--- src/core/mode_panel_pkg.sv ---
// Package with constants, types and register map of the mode selector and status panel.
package mode_panel_pkg;
    localparam int unsigned CLK_HZ          = 100_000_000;
    localparam int unsigned DEBOUNCE_NS     = 10_000_000;
    localparam int unsigned FLASH_HALF_NS   = 250_000_000;
    localparam int unsigned DEBOUNCE_CYC    = DEBOUNCE_NS / 10;
    localparam int unsigned FLASH_HALF_CYC  = FLASH_HALF_NS / 10;

    localparam int unsigned BAR_W           = 8;
    localparam int unsigned CNT_W           = 32;

    localparam logic [7:0] BAR_RESET        = 8'h00;
    localparam logic [7:0] RED_LEVEL_RESET  = 8'h40;
    localparam logic [7:0] ORG_LEVEL_RESET  = 8'h80;

    localparam logic [3:0] ADDR_CTRL        = 4'h0;
    localparam logic [3:0] ADDR_STATUS      = 4'h1;
    localparam logic [3:0] ADDR_IRQ_STAT    = 4'h2;
    localparam logic [3:0] ADDR_IRQ_MASK    = 4'h3;
    localparam logic [3:0] ADDR_LEVELS      = 4'h4;
    localparam logic [3:0] ADDR_LOSS_CNT    = 4'h5;

    localparam int unsigned CTRL_INIT_DONE  = 0;
    localparam int unsigned CTRL_DEV_ERROR  = 1;
    localparam int unsigned CTRL_LASER_BAD  = 2;
    localparam int unsigned CTRL_RESTART    = 3;

    localparam int unsigned IRQ_W           = 3;
    localparam int unsigned IRQ_MODE        = 0;
    localparam int unsigned IRQ_LOSS        = 1;
    localparam int unsigned IRQ_WARN        = 2;

    typedef enum logic [4:0] {
        MODE_AUTO    = 5'h01,
        MODE_MANUAL  = 5'h02,
        MODE_ADJUST  = 5'h04,
        MODE_LASER   = 5'h08,
        MODE_MONITOR = 5'h10
    } mode_e;

    typedef enum logic [3:0] {
        POWER_INIT  = 4'h1,
        POWER_READY = 4'h2,
        POWER_WARN  = 4'h4,
        POWER_ERROR = 4'h8
    } power_e;

    typedef struct packed {
        logic automatic_mode;
        logic manual_mode;
        logic adjust_mode;
        logic alignment_laser_mode;
        logic monitor_green;
        logic monitor_red;
        logic power_green;
        logic power_red;
    } leds_s;

    typedef struct packed {
        logic       link_up;
        logic       forward_en;
        logic       laser_on;
        logic       switching_output_one;
        logic [7:0] bar_level;
    } link_out_s;

    typedef struct packed {
        mode_e      mode;
        logic [2:0] key_sync;
        logic       key_stable;
        logic [CNT_W-1:0] deb_cnt;
        logic [CNT_W-1:0] flash_cnt;
        logic       flash_ph;
        logic       loss_flag;
        logic       link_prev;
        logic       warn_prev;
        logic [3:0] ctrl;
        logic [IRQ_W-1:0] irq_stat;
        logic [IRQ_W-1:0] irq_mask;
        logic [7:0] red_level;
        logic [7:0] org_level;
        logic [15:0] loss_cnt;
        logic       ack;
        logic [31:0] rdata;
        logic       irq;
        leds_s      leds;
        link_out_s  lnk;
    } state_s;
endpackage

--- src/core/mode_panel.sv ---
// Mode selector, mode LEDs, link drop thresholds and power status LED of the optical link.
`timescale 1ns/1ps
// How it works
// - Every debounced selector press moves the device to another operating mode.
// - Exactly the LED of the active mode is lit.
// - Automatic mode lights its LED green and forwards data normally.
// - Automatic mode keeps link until received level falls below orange threshold.
// - Manual mode lights green, link held until level falls below green threshold.
// - Adjust mode lights green, link held until level falls below orange threshold.
// - Adjust mode blocks user data forwarding in both directions.
// - Adjust mode shows the peer's reported level on the local bar.
// - Alignment laser mode switches the mounting laser on and lights its LED.
// - Monitor LED off when inactive, green while no link loss seen.
// - First link loss in monitoring sets sticky flag shown red until restart.
// - During initialization the power LED flashes green and data is blocked.
// - After initialization the power LED is steady green.
// - Power LED flashes red on weak level, link loss or bad laser.
// - Device error shows steady red and overrides warning and normal states.
// - Switching output asserts while the level shows only red and orange.
module mode_panel #(
    parameter int unsigned DEBOUNCE_CYCLES = mode_panel_pkg::DEBOUNCE_CYC,
    parameter int unsigned FLASH_CYCLES    = mode_panel_pkg::FLASH_HALF_CYC
) (
    input  wire logic        clk_i,
    input  wire logic        nrst_i,
    input  wire logic        ce_i,
    input  wire logic        mode_key_i,
    input  wire logic [7:0]  local_level_i,
    input  wire logic [7:0]  peer_level_i,
    input  wire logic        wb_cyc_i,
    input  wire logic        wb_stb_i,
    input  wire logic        wb_we_i,
    input  wire logic [5:0]  wb_adr_i,
    input  wire logic [3:0]  wb_sel_i,
    input  wire logic [31:0] wb_dat_i,
    output logic [31:0]      wb_dat_o,
    output logic             wb_ack_o,
    output logic             irq_o,
    output mode_panel_pkg::leds_s     leds_o,
    output mode_panel_pkg::link_out_s link_o
);
    // A count of zero would make the debounce and flash comparisons wrap around.
    if (DEBOUNCE_CYCLES < 1 || FLASH_CYCLES < 1) begin : g_bad_counts
        $error("Counts must be at least one cycle.");
    end

    localparam int unsigned CNT_W = mode_panel_pkg::CNT_W;
    localparam int unsigned IRQ_W = mode_panel_pkg::IRQ_W;

    mode_panel_pkg::state_s q, d;

    function automatic mode_panel_pkg::mode_e next_mode(input mode_panel_pkg::mode_e m);
        case (m)
            mode_panel_pkg::MODE_AUTO:   next_mode = mode_panel_pkg::MODE_MANUAL;
            mode_panel_pkg::MODE_MANUAL: next_mode = mode_panel_pkg::MODE_ADJUST;
            mode_panel_pkg::MODE_ADJUST: next_mode = mode_panel_pkg::MODE_LASER;
            mode_panel_pkg::MODE_LASER:  next_mode = mode_panel_pkg::MODE_MONITOR;
            default:                     next_mode = mode_panel_pkg::MODE_AUTO;
        endcase
    endfunction

    function automatic logic [7:0] wr_byte(input logic [7:0] old, input logic [7:0] nw,
                                           input logic en);
        wr_byte = en ? nw : old;
    endfunction

    logic        press;
    logic        bus_req;
    logic        wr;
    logic [3:0]  idx;
    logic [7:0]  bar;
    logic [7:0]  thr;
    logic        link_now;
    logic        link_fall;
    logic        warn;
    logic [IRQ_W-1:0] ev;
    mode_panel_pkg::power_e power_state;

    always_comb begin
        d         = q;
        press     = 1'b0;
        ev        = '0;
        bus_req   = wb_cyc_i && wb_stb_i && !q.ack;
        wr        = bus_req && wb_we_i;
        idx       = wb_adr_i[5:2];

        // Selector key: the input is synchronised, then must stay steady to count.
        d.key_sync = {q.key_sync[1:0], mode_key_i};
        if (q.key_sync[2] == q.key_stable) begin
            d.deb_cnt = '0;
        end else if (q.deb_cnt >= CNT_W'(DEBOUNCE_CYCLES - 1)) begin
            d.deb_cnt    = '0;
            d.key_stable = q.key_sync[2];
            press        = q.key_sync[2];
        end else begin
            d.deb_cnt = q.deb_cnt + CNT_W'(1);
        end

        if (press) begin
            d.mode = next_mode(q.mode);
            ev[mode_panel_pkg::IRQ_MODE] = 1'b1;
        end

        // Shared flash timer for both flashing power LED patterns.
        if (q.flash_cnt >= CNT_W'(FLASH_CYCLES - 1)) begin
            d.flash_cnt = '0;
            d.flash_ph  = !q.flash_ph;
        end else begin
            d.flash_cnt = q.flash_cnt + CNT_W'(1);
        end

        // Level shown on the bar comes from the peer while adjusting.
        bar = (q.mode == mode_panel_pkg::MODE_ADJUST) ? peer_level_i : local_level_i;
        // Manual mode drops at the green boundary, the others at the orange one.
        thr = (q.mode == mode_panel_pkg::MODE_MANUAL) ? q.org_level : q.red_level;
        link_now  = (local_level_i >= thr) && q.ctrl[mode_panel_pkg::CTRL_INIT_DONE];
        link_fall = q.link_prev && !link_now;
        d.link_prev = link_now;

        // Monitoring: a set from a loss wins over a restart in the same cycle.
        if (press && next_mode(q.mode) == mode_panel_pkg::MODE_MONITOR)
            d.loss_flag = 1'b0;
        if (wr && idx == mode_panel_pkg::ADDR_CTRL && wb_sel_i[0]
            && wb_dat_i[mode_panel_pkg::CTRL_RESTART])
            d.loss_flag = 1'b0;
        if (q.mode == mode_panel_pkg::MODE_MONITOR && link_fall) begin
            d.loss_flag = 1'b1;
            d.loss_cnt  = q.loss_cnt + 16'h0001;
        end
        if (link_fall)
            ev[mode_panel_pkg::IRQ_LOSS] = 1'b1;

        // Weak level means the local level has fallen into red, not merely out of green.
        warn = (local_level_i < q.red_level) || !link_now
               || q.ctrl[mode_panel_pkg::CTRL_LASER_BAD];
        d.warn_prev = warn;
        if (warn && !q.warn_prev)
            ev[mode_panel_pkg::IRQ_WARN] = 1'b1;

        if (q.ctrl[mode_panel_pkg::CTRL_DEV_ERROR])
            power_state = mode_panel_pkg::POWER_ERROR;
        else if (!q.ctrl[mode_panel_pkg::CTRL_INIT_DONE])
            power_state = mode_panel_pkg::POWER_INIT;
        else if (warn)
            power_state = mode_panel_pkg::POWER_WARN;
        else
            power_state = mode_panel_pkg::POWER_READY;

        case (power_state)
            mode_panel_pkg::POWER_INIT: begin
                d.leds.power_green = q.flash_ph;
                d.leds.power_red   = 1'b0;
            end
            mode_panel_pkg::POWER_READY: begin
                d.leds.power_green = 1'b1;
                d.leds.power_red   = 1'b0;
            end
            mode_panel_pkg::POWER_WARN: begin
                d.leds.power_green = 1'b0;
                d.leds.power_red   = q.flash_ph;
            end
            default: begin
                d.leds.power_green = 1'b0;
                d.leds.power_red   = 1'b1;
            end
        endcase

        // Mode LEDs follow the mode register so that exactly one is lit.
        d.leds.automatic_mode       = (d.mode == mode_panel_pkg::MODE_AUTO);
        d.leds.manual_mode          = (d.mode == mode_panel_pkg::MODE_MANUAL);
        d.leds.adjust_mode          = (d.mode == mode_panel_pkg::MODE_ADJUST);
        d.leds.alignment_laser_mode = (d.mode == mode_panel_pkg::MODE_LASER);
        d.leds.monitor_green = (d.mode == mode_panel_pkg::MODE_MONITOR) && !d.loss_flag;
        d.leds.monitor_red   = (d.mode == mode_panel_pkg::MODE_MONITOR) && d.loss_flag;

        d.lnk.link_up    = link_now;
        // Forwarding needs finished init and any mode but adjust.
        d.lnk.forward_en = link_now && q.ctrl[mode_panel_pkg::CTRL_INIT_DONE]
                           && (q.mode != mode_panel_pkg::MODE_ADJUST);
        d.lnk.laser_on   = (d.mode == mode_panel_pkg::MODE_LASER);
        d.lnk.switching_output_one = (local_level_i < q.org_level);
        d.lnk.bar_level  = bar;

        // Register bus: one wait-free answer per request, ack drops next cycle.
        d.ack   = bus_req;
        d.rdata = '0;
        if (wr) begin
            case (idx)
                mode_panel_pkg::ADDR_CTRL: begin
                    d.ctrl = wb_sel_i[0] ? wb_dat_i[3:0] : q.ctrl;
                    d.ctrl[mode_panel_pkg::CTRL_RESTART] = 1'b0;
                end
                mode_panel_pkg::ADDR_IRQ_STAT:
                    if (wb_sel_i[0])
                        d.irq_stat = q.irq_stat & ~wb_dat_i[IRQ_W-1:0];
                mode_panel_pkg::ADDR_IRQ_MASK:
                    if (wb_sel_i[0])
                        d.irq_mask = wb_dat_i[IRQ_W-1:0];
                mode_panel_pkg::ADDR_LEVELS: begin
                    d.red_level = wr_byte(q.red_level, wb_dat_i[7:0], wb_sel_i[0]);
                    d.org_level = wr_byte(q.org_level, wb_dat_i[15:8], wb_sel_i[1]);
                end
                mode_panel_pkg::ADDR_LOSS_CNT:
                    d.loss_cnt = '0;
                default: ;
            endcase
        end else if (bus_req) begin
            case (idx)
                mode_panel_pkg::ADDR_CTRL:     d.rdata = {28'h0, q.ctrl};
                mode_panel_pkg::ADDR_STATUS:   d.rdata = {16'h0, q.lnk.bar_level,
                                                          q.loss_flag, q.lnk.link_up,
                                                          1'b0, q.mode};
                mode_panel_pkg::ADDR_IRQ_STAT: d.rdata = {29'h0, q.irq_stat};
                mode_panel_pkg::ADDR_IRQ_MASK: d.rdata = {29'h0, q.irq_mask};
                mode_panel_pkg::ADDR_LEVELS:   d.rdata = {16'h0, q.org_level, q.red_level};
                mode_panel_pkg::ADDR_LOSS_CNT: d.rdata = {16'h0, q.loss_cnt};
                default:                       d.rdata = '0;
            endcase
        end
        // New events are applied after the clear so that a set wins.
        d.irq_stat = d.irq_stat | ev;
        d.irq      = |(d.irq_stat & q.irq_mask);
    end

    always_ff @(posedge clk_i or negedge nrst_i) begin
        if (!nrst_i) begin
            q           <= '0;
            q.mode      <= mode_panel_pkg::MODE_AUTO;
            q.red_level <= mode_panel_pkg::RED_LEVEL_RESET;
            q.org_level <= mode_panel_pkg::ORG_LEVEL_RESET;
            // The link is down during init, so a clear history would fake a warning edge.
            q.warn_prev <= 1'b1;
            q.leds.automatic_mode <= 1'b1;
        end else if (ce_i) begin
            q <= d;
        end
    end

    assign wb_dat_o = q.rdata;
    assign wb_ack_o = q.ack;
    assign irq_o    = q.irq;
    assign leds_o   = q.leds;
    assign link_o   = q.lnk;
endmodule

--- config.mk ---
export PLATFORM = sky130hd
export DESIGN_NAME = mode_panel
export DESIGN_NICKNAME = d
export VERILOG_FILES = /design/src/core/mode_panel_pkg.sv /design/src/core/mode_panel.sv
export SDC_FILE = /design/constraint.sdc
export NUM_CORES = 1
export LEC_CHECK = 0
export ABC_AREA = 1
export BUFFER_PORTS_ARGS = -buffer_cell sky130_fd_sc_hd__buf_2
export CAP_MARGIN = 20
export CORE_MARGIN = 10
export CORE_UTILIZATION = 58
export CTS_CLUSTER_DIAMETER = 60
export DETAILED_ROUTE_END_ITERATION = 7
export PLACE_DENSITY_LB_ADDON = 0.08
export SYNTH_ARGS = -nofsm -noshare
export SYNTH_HDL_FRONTEND = slang
export SYNTH_SLANG_ARGS = --single-unit
--- constraint.sdc ---
create_clock -name clk_i -period 4.05 [get_ports clk_i]
set_clock_uncertainty 0.2 [all_clocks]
set_input_delay 0.2025 -clock clk_i [delete_from_list [all_inputs] [get_ports clk_i]]
set_output_delay 0.2025 -clock clk_i [all_outputs]
set_load 0.02 [all_outputs]
==> flow_summary.toml, run 1 <==
[global_routing]
grt_pass1_vias = 7462
grt_pass1_wl_um = 36800
grt_max_degree = 99
antenna_found_initial = 0
grt_use_total_pct = 22.5
gr-total-overflow = 0

[place]
io_buffers = 82
post-dp-hpwl_um = 16100
place_congestion = 0.897
place_inst = 1328

[yosys]
synthMuxAreaShare_pct = 1.79
syn_avg_cell_area_um2 = 7.81
ys_top_cells_by_count = "nand2_1, dfrtp_1, inv_1"
netlist_top_cells_area = "dfrtp_1, nand2_1, inv_1, o21ai_0, nor2_1"
synth_top_area_cell = "dfrtp_1"
syn-instance-count = 1120
synth_xor_xnor_area_share_pct = 1.70
synth.most_common_cell = "nand2_1"
ys_ff_latch = 154
yosys.area_share.simple_pct = 24.2
yosysSeqAreaShare_pct = 44.1
synth.top_cell.area_share_pct = 42.6
synth_top_family_by_area = "simple AND/OR/NAND/NOR gates"
ys.flop_type = "dfrtp_1"
synth_cell_type_count = 48
yosysWarnings = 0
async_reset_ff_share_pct = 100
synth_edf_count = 0
synth_area_um2 = 8740
synth_compound_area_share_pct = 12.5
synth_fa_ha_area_share_pct = 3.58

[worst_setup_path]
r2r_cells = 15
rr_startpoint = "q[171]"
slowest_delay_ns = 0.42
slowest_stage = "dfrtp_1"
regToRegEndpoint = "q[64]"
cp-end-kind = "register"
cp-start-kind = "register"
cp_common_cell = "nand2_1"
rrSetupSlack_ns = 0.84
required_ns = 4.17
path_class = "reg2reg"
crit_path_max_fanout = 18
arrival_ns = 3.33
worstPathCellList = "nor2_1, nand4_1, buf_4, o21ai_0, ha_1, a21oi_1, nand2_1, nand2_1, nand3_1, nand2_1, nand4_1, inv_1, nand2_1, nor3_1, nor2_1"

[cts]
postCtsSetupRepairBufs = 0
clk_latency_ns = 0.43
cts_tree = "done"
root_buffer = "clkbuf_16"
cts_buffers = 17
cts_sinks = 154
clockBufferDepth = 2
clk_pin_slew_ns = 0.06
h-tree-depth = 4

[drt]
routed_wl_um = 22400
dr.pass1.iters = 5
dr.first_iter.drc_count = 497
via_per_inst = 5.46
vias = 7617
wl_per_cell_um = 16.0
drc = 0
ant_nets = 0

[pwr]
intPower_mw = 2.75
cellPowerDensity_nw_per_um2 = 397
power_frac_clock_pct = 39.7
switching_share_pct = 30.2
vdd_drop_max_v = 0.000311
switchingPower_mw = 1.19
p_leak_nw = 4.71
power_frac_comb_pct = 15.7
power_frac_seq_pct = 44.6

[worst_hold_path]
hold_path_startpoint = "local_level_i[0]"
min_path_type = "in2reg"
min_to = "link_o[0]"
whs_path_depth = 5

[floorplanning]
rows = 44
core-area_um2 = 14600
chipWidth_um = 143
ios = 119
dieArea_um2 = 20400
dieHeight_um = 143
initial_core_util_pct = 59.7

[cells_and_area]
fillers = 1275
final_cells = 1395
drive_above_1_share_pct = 12.7
fin_nets = 1288
ff_latch_area_um2 = 3860
antenna_cells = 0
post-route-util_pct = 67.8
syn2layout_area_growth_pct = 13.5
multi_input_area_um2 = 3890

[timing]
worst_slew_pin_slew_ns = 0.898
hold_viol = 0
grt_setup_unrepaired = "no"
fin_setup_tns_ns = 0
report.final.slew_viol_count = 0
setup_viol = 0
fmax_ghz = 0.311
min_period_ns = 3.21
finalCritPeriodShare_pct = 79.3
slew_headroom_pct = 40.2

[flow_run]
cap_violations = 0

[status]
status = "finished clean"
==> cell usage in the layout (no fill, tap or decap), types with 6 or more instances in the layout <==
| master | instances |
|---|---|
| nor3_1 | 38 |
| o22ai_1 | 29 |
| xor2_1 | 13 |
| buf_4 | 7 |
| nor4_1 | 9 |
| a21oi_1 | 43 |
| nand4_1 | 26 |
| conb_1 | 16 |
| ha_1 | 25 |
| dlygate4sd3_1 | 35 |
| inv_1 | 139 |
| a31oi_1 | 6 |
| o21ai_0 | 97 |
| buf_2 | 81 |
| dfrtp_1 | 149 |
| nor2_1 | 117 |
| clkbuf_16 | 17 |
| nand3_1 | 49 |
| mux2_2 | 13 |
| nand2_1 | 227 |
==> what timing repair did <==
item	4_1_cts	5_1_grt
gates resized for setup	0	0
hold buffers	35	0
hold endpoints to repair	124	0
==> per-stage QoR <==
| step | setup WS (ns) | hold slack (ns) | power, mW | cell area, um2 |
|---|---|---|---|---|
| after global routing | 0.569 | 0.112 | 4.13 | 9920 |
| after CTS | 0.867 | 0.0307 | 3.96 | 9920 |
| after global placement | 0.983 | 0.157 | 2.35 | 9000 |
| after floorplan | 1.18 | -0.293 | 2.21 | 8800 |
| after detailed placement | 0.894 | 0.164 | 2.37 | 9000 |
| final | 0.838 | 0.0358 | 3.94 | 9920 |
==> power groups by stage <==
stage / clock, mW / combinational [mW] / sequential (mW)
after floorplan: 0 / 0.447 / 1.76
after CTS: 1.58 / 0.619 / 1.76
after global routing: 1.65 / 0.700 / 1.78
after detailed placement: 0 / 0.584 / 1.78
final: 1.57 / 0.620 / 1.76
after global placement: 0 / 0.570 / 1.78
==> cell families after synthesis <==
logic type / Yosys count
and+or+nand+nor: 486
buffers and inverters: 225
AOI/OAI and AO/OA: 198
DFF: 154
adders and majority gates: 25
xor gates and xnor gates: 17
muxes: 14
other: 1
==> flip-flops by register name, indices dropped and copies added (netlist names) <==
name	cells
link_o	12
d	2
wb_dat_o	16
wb_ack_o	1
leds_o	7
q	115
irq_o	1
==> final cells by class <==
| type | instances | share of cell area, % |
|---|---|---|
| Timing Repair Buffer | 124 | 8.26 |
| Inverter | 145 | 5.53 |
| Tap cell | 184 | 2.32 |
| Clock buffer | 18 | 4.43 |
| Sequential cell | 154 | 38.9 |
| Multi-Input combinational cell | 756 | 39.2 |
| Clock inverter | 14 | 1.40 |
==> per-layer routing <==
layer	track usage [%]	up-vias	wire [um]
met5	0	-	0
met4	7.49	0	425
met3	4.58	36	1040
met2	37.9	220	10900
met1	28.4	3562	10000
li1	-	3799	-
==> worst max-delay path: cells and delay by family, from the launching register on <==
| family | cells | cell delay, ns |
|---|---|---|
| compound gates | 2 | 0.36 |
| fa+ha+maj | 1 | 0.29 |
| buf+inv | 2 | 0.49 |
| flops | 1 | 0.42 |
| simple gates | 10 | 1.33 |
==> worst max path at each step <==
| stage | startpoint | end | slack, ns |
|---|---|---|---|
| after floorplan | q[168] | q[55] | 1.18 |
| final | q[171] | q[64] | 0.84 |
| after CTS | q[171] | q[64] | 0.87 |
| after global placement | q[171] | q[64] | 0.98 |
| after global routing | q[171] | q[63] | 0.57 |
| after detailed placement | q[171] | q[64] | 0.89 |
Note: power is estimated with default switching activity, not from simulation.
==> inputs of run 2 (changes only) <==
- CORE_UTILIZATION: 58 -> 53
- clock period: 4.05 -> 2.6 ns (I/O delays scaled with it)
==> run 2 against run 1 <==
  * The flow now finishes with violations (negative setup slack)
  * Fmax is 19% higher
  * Clock power is 60% higher
  * Die area is 8.1% higher
  * Wire length is 2.9% higher
  * Via count is 1.3% higher
  * Critical path depth is 1 higher
  * Sequential power is 56% higher
  * Non-clock buffer count is 29 higher
  * Final cell count is 4.4% higher
  * Worst hold slack worse by 0.0066 ns
  * Total power is 60% higher
  * Combinational power is 74% higher
  * Largest cell class unchanged
  * Largest power group unchanged
==> flow_summary.toml, run 2 (same netlist as run 1, synthesis figures left out) <==
[worst_setup_path]
crit_start = "q[170]"
required_ns = 2.77
cp-end-kind = "register"
arrival_ns = 2.88
crit_path_max_fanout = 18
rr_startpoint = "q[170]"
endpoint = "q[57]"
r2r_cells = 16
rrSetupSlack_ns = -0.11
path_class = "reg2reg"
cp-start-kind = "register"
regToRegEndpoint = "q[57]"

[floorplanning]
rows = 46
dieHeight_um = 148
core-area_um2 = 16000
dieArea_um2 = 22000
chipWidth_um = 148
ios = 119
initial_core_util_pct = 54.7

[timing]
fmax_ghz = 0.369
hold_viol = 0
min_period_ns = 2.71
finalCritPeriodShare_pct = 104
whs_ns = 0.0292
grt_setup_unrepaired = "yes"
setup_viol = 15
worst_slew_pin_slew_ns = 0.779
setup_ws_ns = -0.108
report.final.slew_viol_count = 0
slew_headroom_pct = 46.7

[place]
post-dp-hpwl_um = 16800
post_dp_cell_area_um2 = 9270
io_buffers = 82
place_congestion = 0.863

[drt]
ant_nets = 0
routed_wl_um = 23000
via_per_inst = 5.30
dr.first_iter.drc_count = 511
wl_per_cell_um = 15.8
vias = 7714
drc = 0
dr.pass1.iters = 7

[status]
status = "complete, but fails checks"
violations = "negative setup slack"

[pwr]
vdd_drop_max_v = 0.000537
p_leak_nw = 4.88
cellPowerDensity_nw_per_um2 = 611

[worst_hold_path]
min_path_type = "in2reg"

[global_routing]
grt_pass1_vias = 7662
antenna_found_initial = 0
grt_use_total_pct = 21.3
grt_max_degree = 70
grt_pass1_wl_um = 38300
gr-total-overflow = 0

[cells_and_area]
fillers = 1446
final_common_cell = "nand2_1"
fin_nets = 1317
antenna_cells = 0
syn2layout_area_growth_pct = 18.3
design_area_um2 = 10300
final_cell_mix = "nand2_1, dfrtp_1, inv_1, nor2_1, o21ai_0"
top_register = "q"
largest_register_ffs = 115
post-route-util_pct = 64.6
drive_above_1_share_pct = 16.1

[cts]
clockBufferDepth = 2
clk_latency_ns = 0.43
cts_sinks = 154
cts_tree = "done"
cts_buffers = 17
h-tree-depth = 4
clk_pin_slew_ns = 0.07
root_buffer = "clkbuf_16"

[flow_run]
cap_violations = 0
## run 2: cell count changes in the layout (fill, tap and decap cells not counted), moves of 5 or more
cell	previous run	this run
buf_4	7	29
o21ai_0	97	88
nor2_1	117	109
nor2_2	0	8
o21ai_1	2	9
dlygate4sd3_1	35	40
nand2_1	227	222
## run 2: layout make-up
cell class,count,area (um2),share of cell area [%]
multi-input combinational,756,3990,38.6
inverter,145,552,5.34
clock inverter,11,120,1.16
clock buffer,21,470,4.55
sequential,154,3860,37.3
tap,216,270,2.61
timing repair buffer,153,1080,10.5
## run 2: what timing repair did
| action | 4_1_cts | 5_1_grt |
|---|---|---|
| hold buffers | 40 | 0 |
| gates resized for setup | 10 | 12 |
| endpoints found under the hold margin | 163 | 0 |
| pin swaps | 5 | 0 |
| buffers inserted | 1 | 0 |
| setup endpoints to repair | 24 | 31 |
## run 2: power breakdown
part           total [mW]  internal (mW)  switching [mW]
sequential           2.74           2.59           0.151
combinational        1.08          0.411           0.668
clock                2.51           1.48            1.02
total                6.32           4.48            1.84
## run 2: worst max-delay path, cell delays in order (launching register included)
cell,delay [ns]
dfrtp_1,0.39
nor2_2,0.14
nand4_1,0.15
buf_12,0.19
nand2_1,0.05
o21ai_1,0.06
ha_1,0.29
a21oi_1,0.15
o21a_1,0.15
nand3_2,0.11
nand2_4,0.10
nand4_1,0.10
buf_6,0.17
or2_4,0.23
nand2_2,0.05
nand2_1,0.04
nor2_1,0.08
## run 2: metrics by stage
stage	cells	setup slack, ns	power (mW)	setup TNS (ns)
6_report	1456	-0.108	6.32	-0.772
5_1_grt	1456	-0.298	6.63	-4.92
4_1_cts	1456	-0.0979	6.35	-0.601
3_5_place_dp	1383	-0.173	3.76	-2.27
3_3_place_gp	1383	-0.0741	3.74	-0.407
2_1_floorplan	1135	-0.184	3.45	-1.42
## run 2: layer usage
metal | GRT usage, % | up-vias | routed length [um] | share of wire [%]
li1 | - | 3853 | - | -
met1 | 26.0 | 3645 | 10200 | 44
met2 | 36.7 | 186 | 11500 | 50
met3 | 5.07 | 30 | 1090 | 4.7
met4 | 6.10 | 0 | 345 | 1.5
met5 | 0 | - | 0 | 0
## run 2: worst min-delay path by stage
stage                           startpoint          end  slack [ns]  cells after the start
after floorplan                     nrst_i       d[166]       -0.37                      0
after global placement              nrst_i       q[140]       -0.04                      1
after detailed placement            nrst_i       q[140]       -0.04                      1
after CTS                 local_level_i[6]    link_o[8]       0.007                      5
after global routing           wb_adr_i[2]  wb_dat_o[1]        0.06                      4
final                     local_level_i[6]    link_o[8]        0.03                      5
==> inputs of run 3 (changes only) <==
- ABC_AREA: 1 -> default
- CORE_UTILIZATION: 53 -> 52
==> run 3 against run 2 <==
  * The run still ends with negative setup slack left
  * Critical path type unchanged
  * Flip-flop and latch count unchanged
  * Fmax shrank 14%
  * Via count decreased by 6.8%
  * Sequential power fell by 5%
  * Design area rose by 3.8%
  * Worst setup slack worse by 0.46 ns
==> flow_summary.toml, run 3 <==
[status]
status = "complete, but fails checks"
violations = "negative setup slack"

[timing]
grt_setup_unrepaired = "yes"
setup_ws_ns = -0.564
report.final.slew_viol_count = 0
fmax_ghz = 0.316
min_period_ns = 3.16
hold_viol = 0
finalCritPeriodShare_pct = 122
slew_headroom_pct = 47.6
worst_slew_pin_slew_ns = 0.779
setup_viol = 27

[floorplanning]
dieArea_um2 = 21900
initial_core_util_pct = 53.3
core-area_um2 = 15900
rows = 46
dieHeight_um = 148
chipWidth_um = 148
ios = 119

[yosys]
yosys.area_share.simple_pct = 17.7
syn_avg_cell_area_um2 = 9.73
synth_fa_ha_area_share_pct = 3.68
yosysWarnings = 0
synth_area_um2 = 8500
synth_edf_count = 0
synth_compound_area_share_pct = 14.4
synth.most_common_cell = "dfrtp_1"
synth.top_cell.area_share_pct = 43.9
synthMuxAreaShare_pct = 5.49
syn-instance-count = 873
synth_cell_type_count = 76
ys.flop_type = "dfrtp_1"
synth_xor_xnor_area_share_pct = 3.90
async_reset_ff_share_pct = 100
ys_ff_latch = 154
synth_top_family_by_area = "simple AND/OR/NAND/NOR gates"
yosysSeqAreaShare_pct = 45.4
synth_top_area_cell = "dfrtp_1"
netlist_top_cells_area = "dfrtp_1, buf_4, nor2_1, mux2_2, ha_1"
ys_top_cells_by_count = "dfrtp_1, nor2_1, nand2_1"

[cells_and_area]
final_common_cell = "dfrtp_1"
fin_nets = 1129
top_register = "q"
final_cell_mix = "dfrtp_1, nor2_1, buf_4, buf_2, nand2_1"
ff_latch_area_um2 = 3860
fillers = 1285
largest_register_ffs = 115
multi_input_area_um2 = 4150
syn2layout_area_growth_pct = 26.3
post-route-util_pct = 67.3
design_area_um2 = 10700
drive_above_1_share_pct = 29.0
antenna_cells = 0
final_cells = 1268

[worst_setup_path]
slowest_stage = "a2111oi_4"
rrSetupSlack_ns = -0.56
cp-end-kind = "register"
worstPathCellList = "nor2_4, nand3_4, buf_6, a21oi_2, ha_4, o211ai_1, nor2_2, a2111oi_4, nand4_4, buf_4, nor3_2, xnor2_1, nor2_1"
arrival_ns = 3.26
path_class = "reg2reg"
cp-start-kind = "register"
required_ns = 2.69
crit_path_max_fanout = 7
slowest_delay_ns = 0.48

[pwr]
cellPowerDensity_nw_per_um2 = 550
vdd_drop_max_v = 0.000476
p_leak_nw = 5.03
total_power_mw = 5.90

[cts]
clk_pin_slew_ns = 0.06
root_buffer = "clkbuf_16"
cts_buffers = 17
cts_tree = "done"
clockBufferDepth = 2
h-tree-depth = 4
cts_sinks = 154
clk_latency_ns = 0.43

[place]
post-dp-hpwl_um = 15900
place_congestion = 0.935
place_inst = 1175
io_buffers = 82
preCtsSetupSlack_ns = -0.606
post_dp_cell_area_um2 = 9330

[global_routing]
grt_pass1_wl_um = 37500
gr-total-overflow = 0
grt_max_degree = 63
antenna_found_initial = 0
grt_pass1_vias = 7288
grt_use_total_pct = 21.2

[flow_run]
cap_violations = 0

[drt]
vias = 7192
dr.pass1.iters = 8
via_per_inst = 5.67
routed_wl_um = 23100
dr.first_iter.drc_count = 513
ant_nets = 0
wl_per_cell_um = 18.2
drc = 0

[worst_hold_path]
min_path_type = "in2async"
==> run 3: changes by cell type after synthesis, moves of 14 or more <==
cell and delta:
a222oi_1 +15, and3_1 +16, inv_1 -87, mux2_2 +15, nand2_1 -163, nand3_1 -20, nand4_1 -14, nor2_1 -22
nor2b_1 +15, nor3_1 -27, o21ai_0 -57
==> run 3: path summary, 6_finish.rpt <==
kind	startpoint	end	cells past startpoint
max in group asynchronous	nrst_i	q[77]	3
min in group clk_i	wb_we_i	wb_dat_o[0]	4
worst min-delay path	nrst_i	q[113]	2
worst min register to register	q[151]	q[151]	1
worst max-delay path	q[171]	q[67]	13
worst max register to register	q[171]	q[67]	13
==> run 3: final cells by class <==
| type | count | share of cell area (%) |
|---|---|---|
| tap | 216 | 2.52 |
| clock inverter | 11 | 1.59 |
| multi-input combinational | 594 | 38.7 |
| timing repair buffer | 220 | 15.2 |
| sequential | 154 | 36.0 |
| clock buffer | 21 | 4.20 |
| inverter | 52 | 1.82 |
==> run 3: timing repair <==
action	in CTS	in global routing
resized for setup	40	10
endpoints found under the setup margin	35	55
endpoints found under the hold margin	196	0
pin swaps	14	16
hold buffers	38	0
buffers inserted	9	10
cloned	1	3
==> run 3: metal layers <==
layer	part of all wire [%]	routed length, um	global-route usage (%)
met5	0	0	0
met1	42	9710	25.4
met3	5.4	1240	5.59
met4	2.6	607	7.83
met2	50	11500	35.7
==> run 3: power breakdown <==
| part | switching [mW] | internal, mW | total (mW) | leakage, nW |
|---|---|---|---|---|
| Clock | 0.990 | 1.63 | 2.62 | 0.293 |
| Sequential | 0.0958 | 2.50 | 2.59 | 2.07 |
| Combinational | 0.382 | 0.305 | 0.687 | 2.68 |
| Total | 1.47 | 4.43 | 5.90 | 5.03 |
==> run 3: cell families after synthesis <==
family                   after synthesis
adder cells (fa/ha/maj)               25
other                                  1
flip-flops                           154
AO/OA/AOI/OAI                        177
buffers and inverters                143
XOR/XNOR                              37
AND/OR/NAND/NOR                      293
multiplexers                          43
==> run 3: through the flow <==
step / setup TNS [ns] / hold slack [ns]
final: -10.25 / 0.0141
after global routing: -13.52 / 0.0306
after CTS: -8.17 / 0.0345
after detailed placement: -10.19 / -0.0822
after global placement: -8.59 / -0.0861
after floorplan: -8.19 / -0.366
==> run 3: critical path: cells and delay by family, from the launching register on <==
kind / cells / cell delay [ns]
adder cells (fa/ha/maj): 1 / 0.22
XOR/XNOR: 1 / 0.15
buffers and inverters: 2 / 0.36
flip-flops: 1 / 0.41
AO/OA/AOI/OAI: 3 / 0.88
AND/OR/NAND/NOR: 6 / 0.80
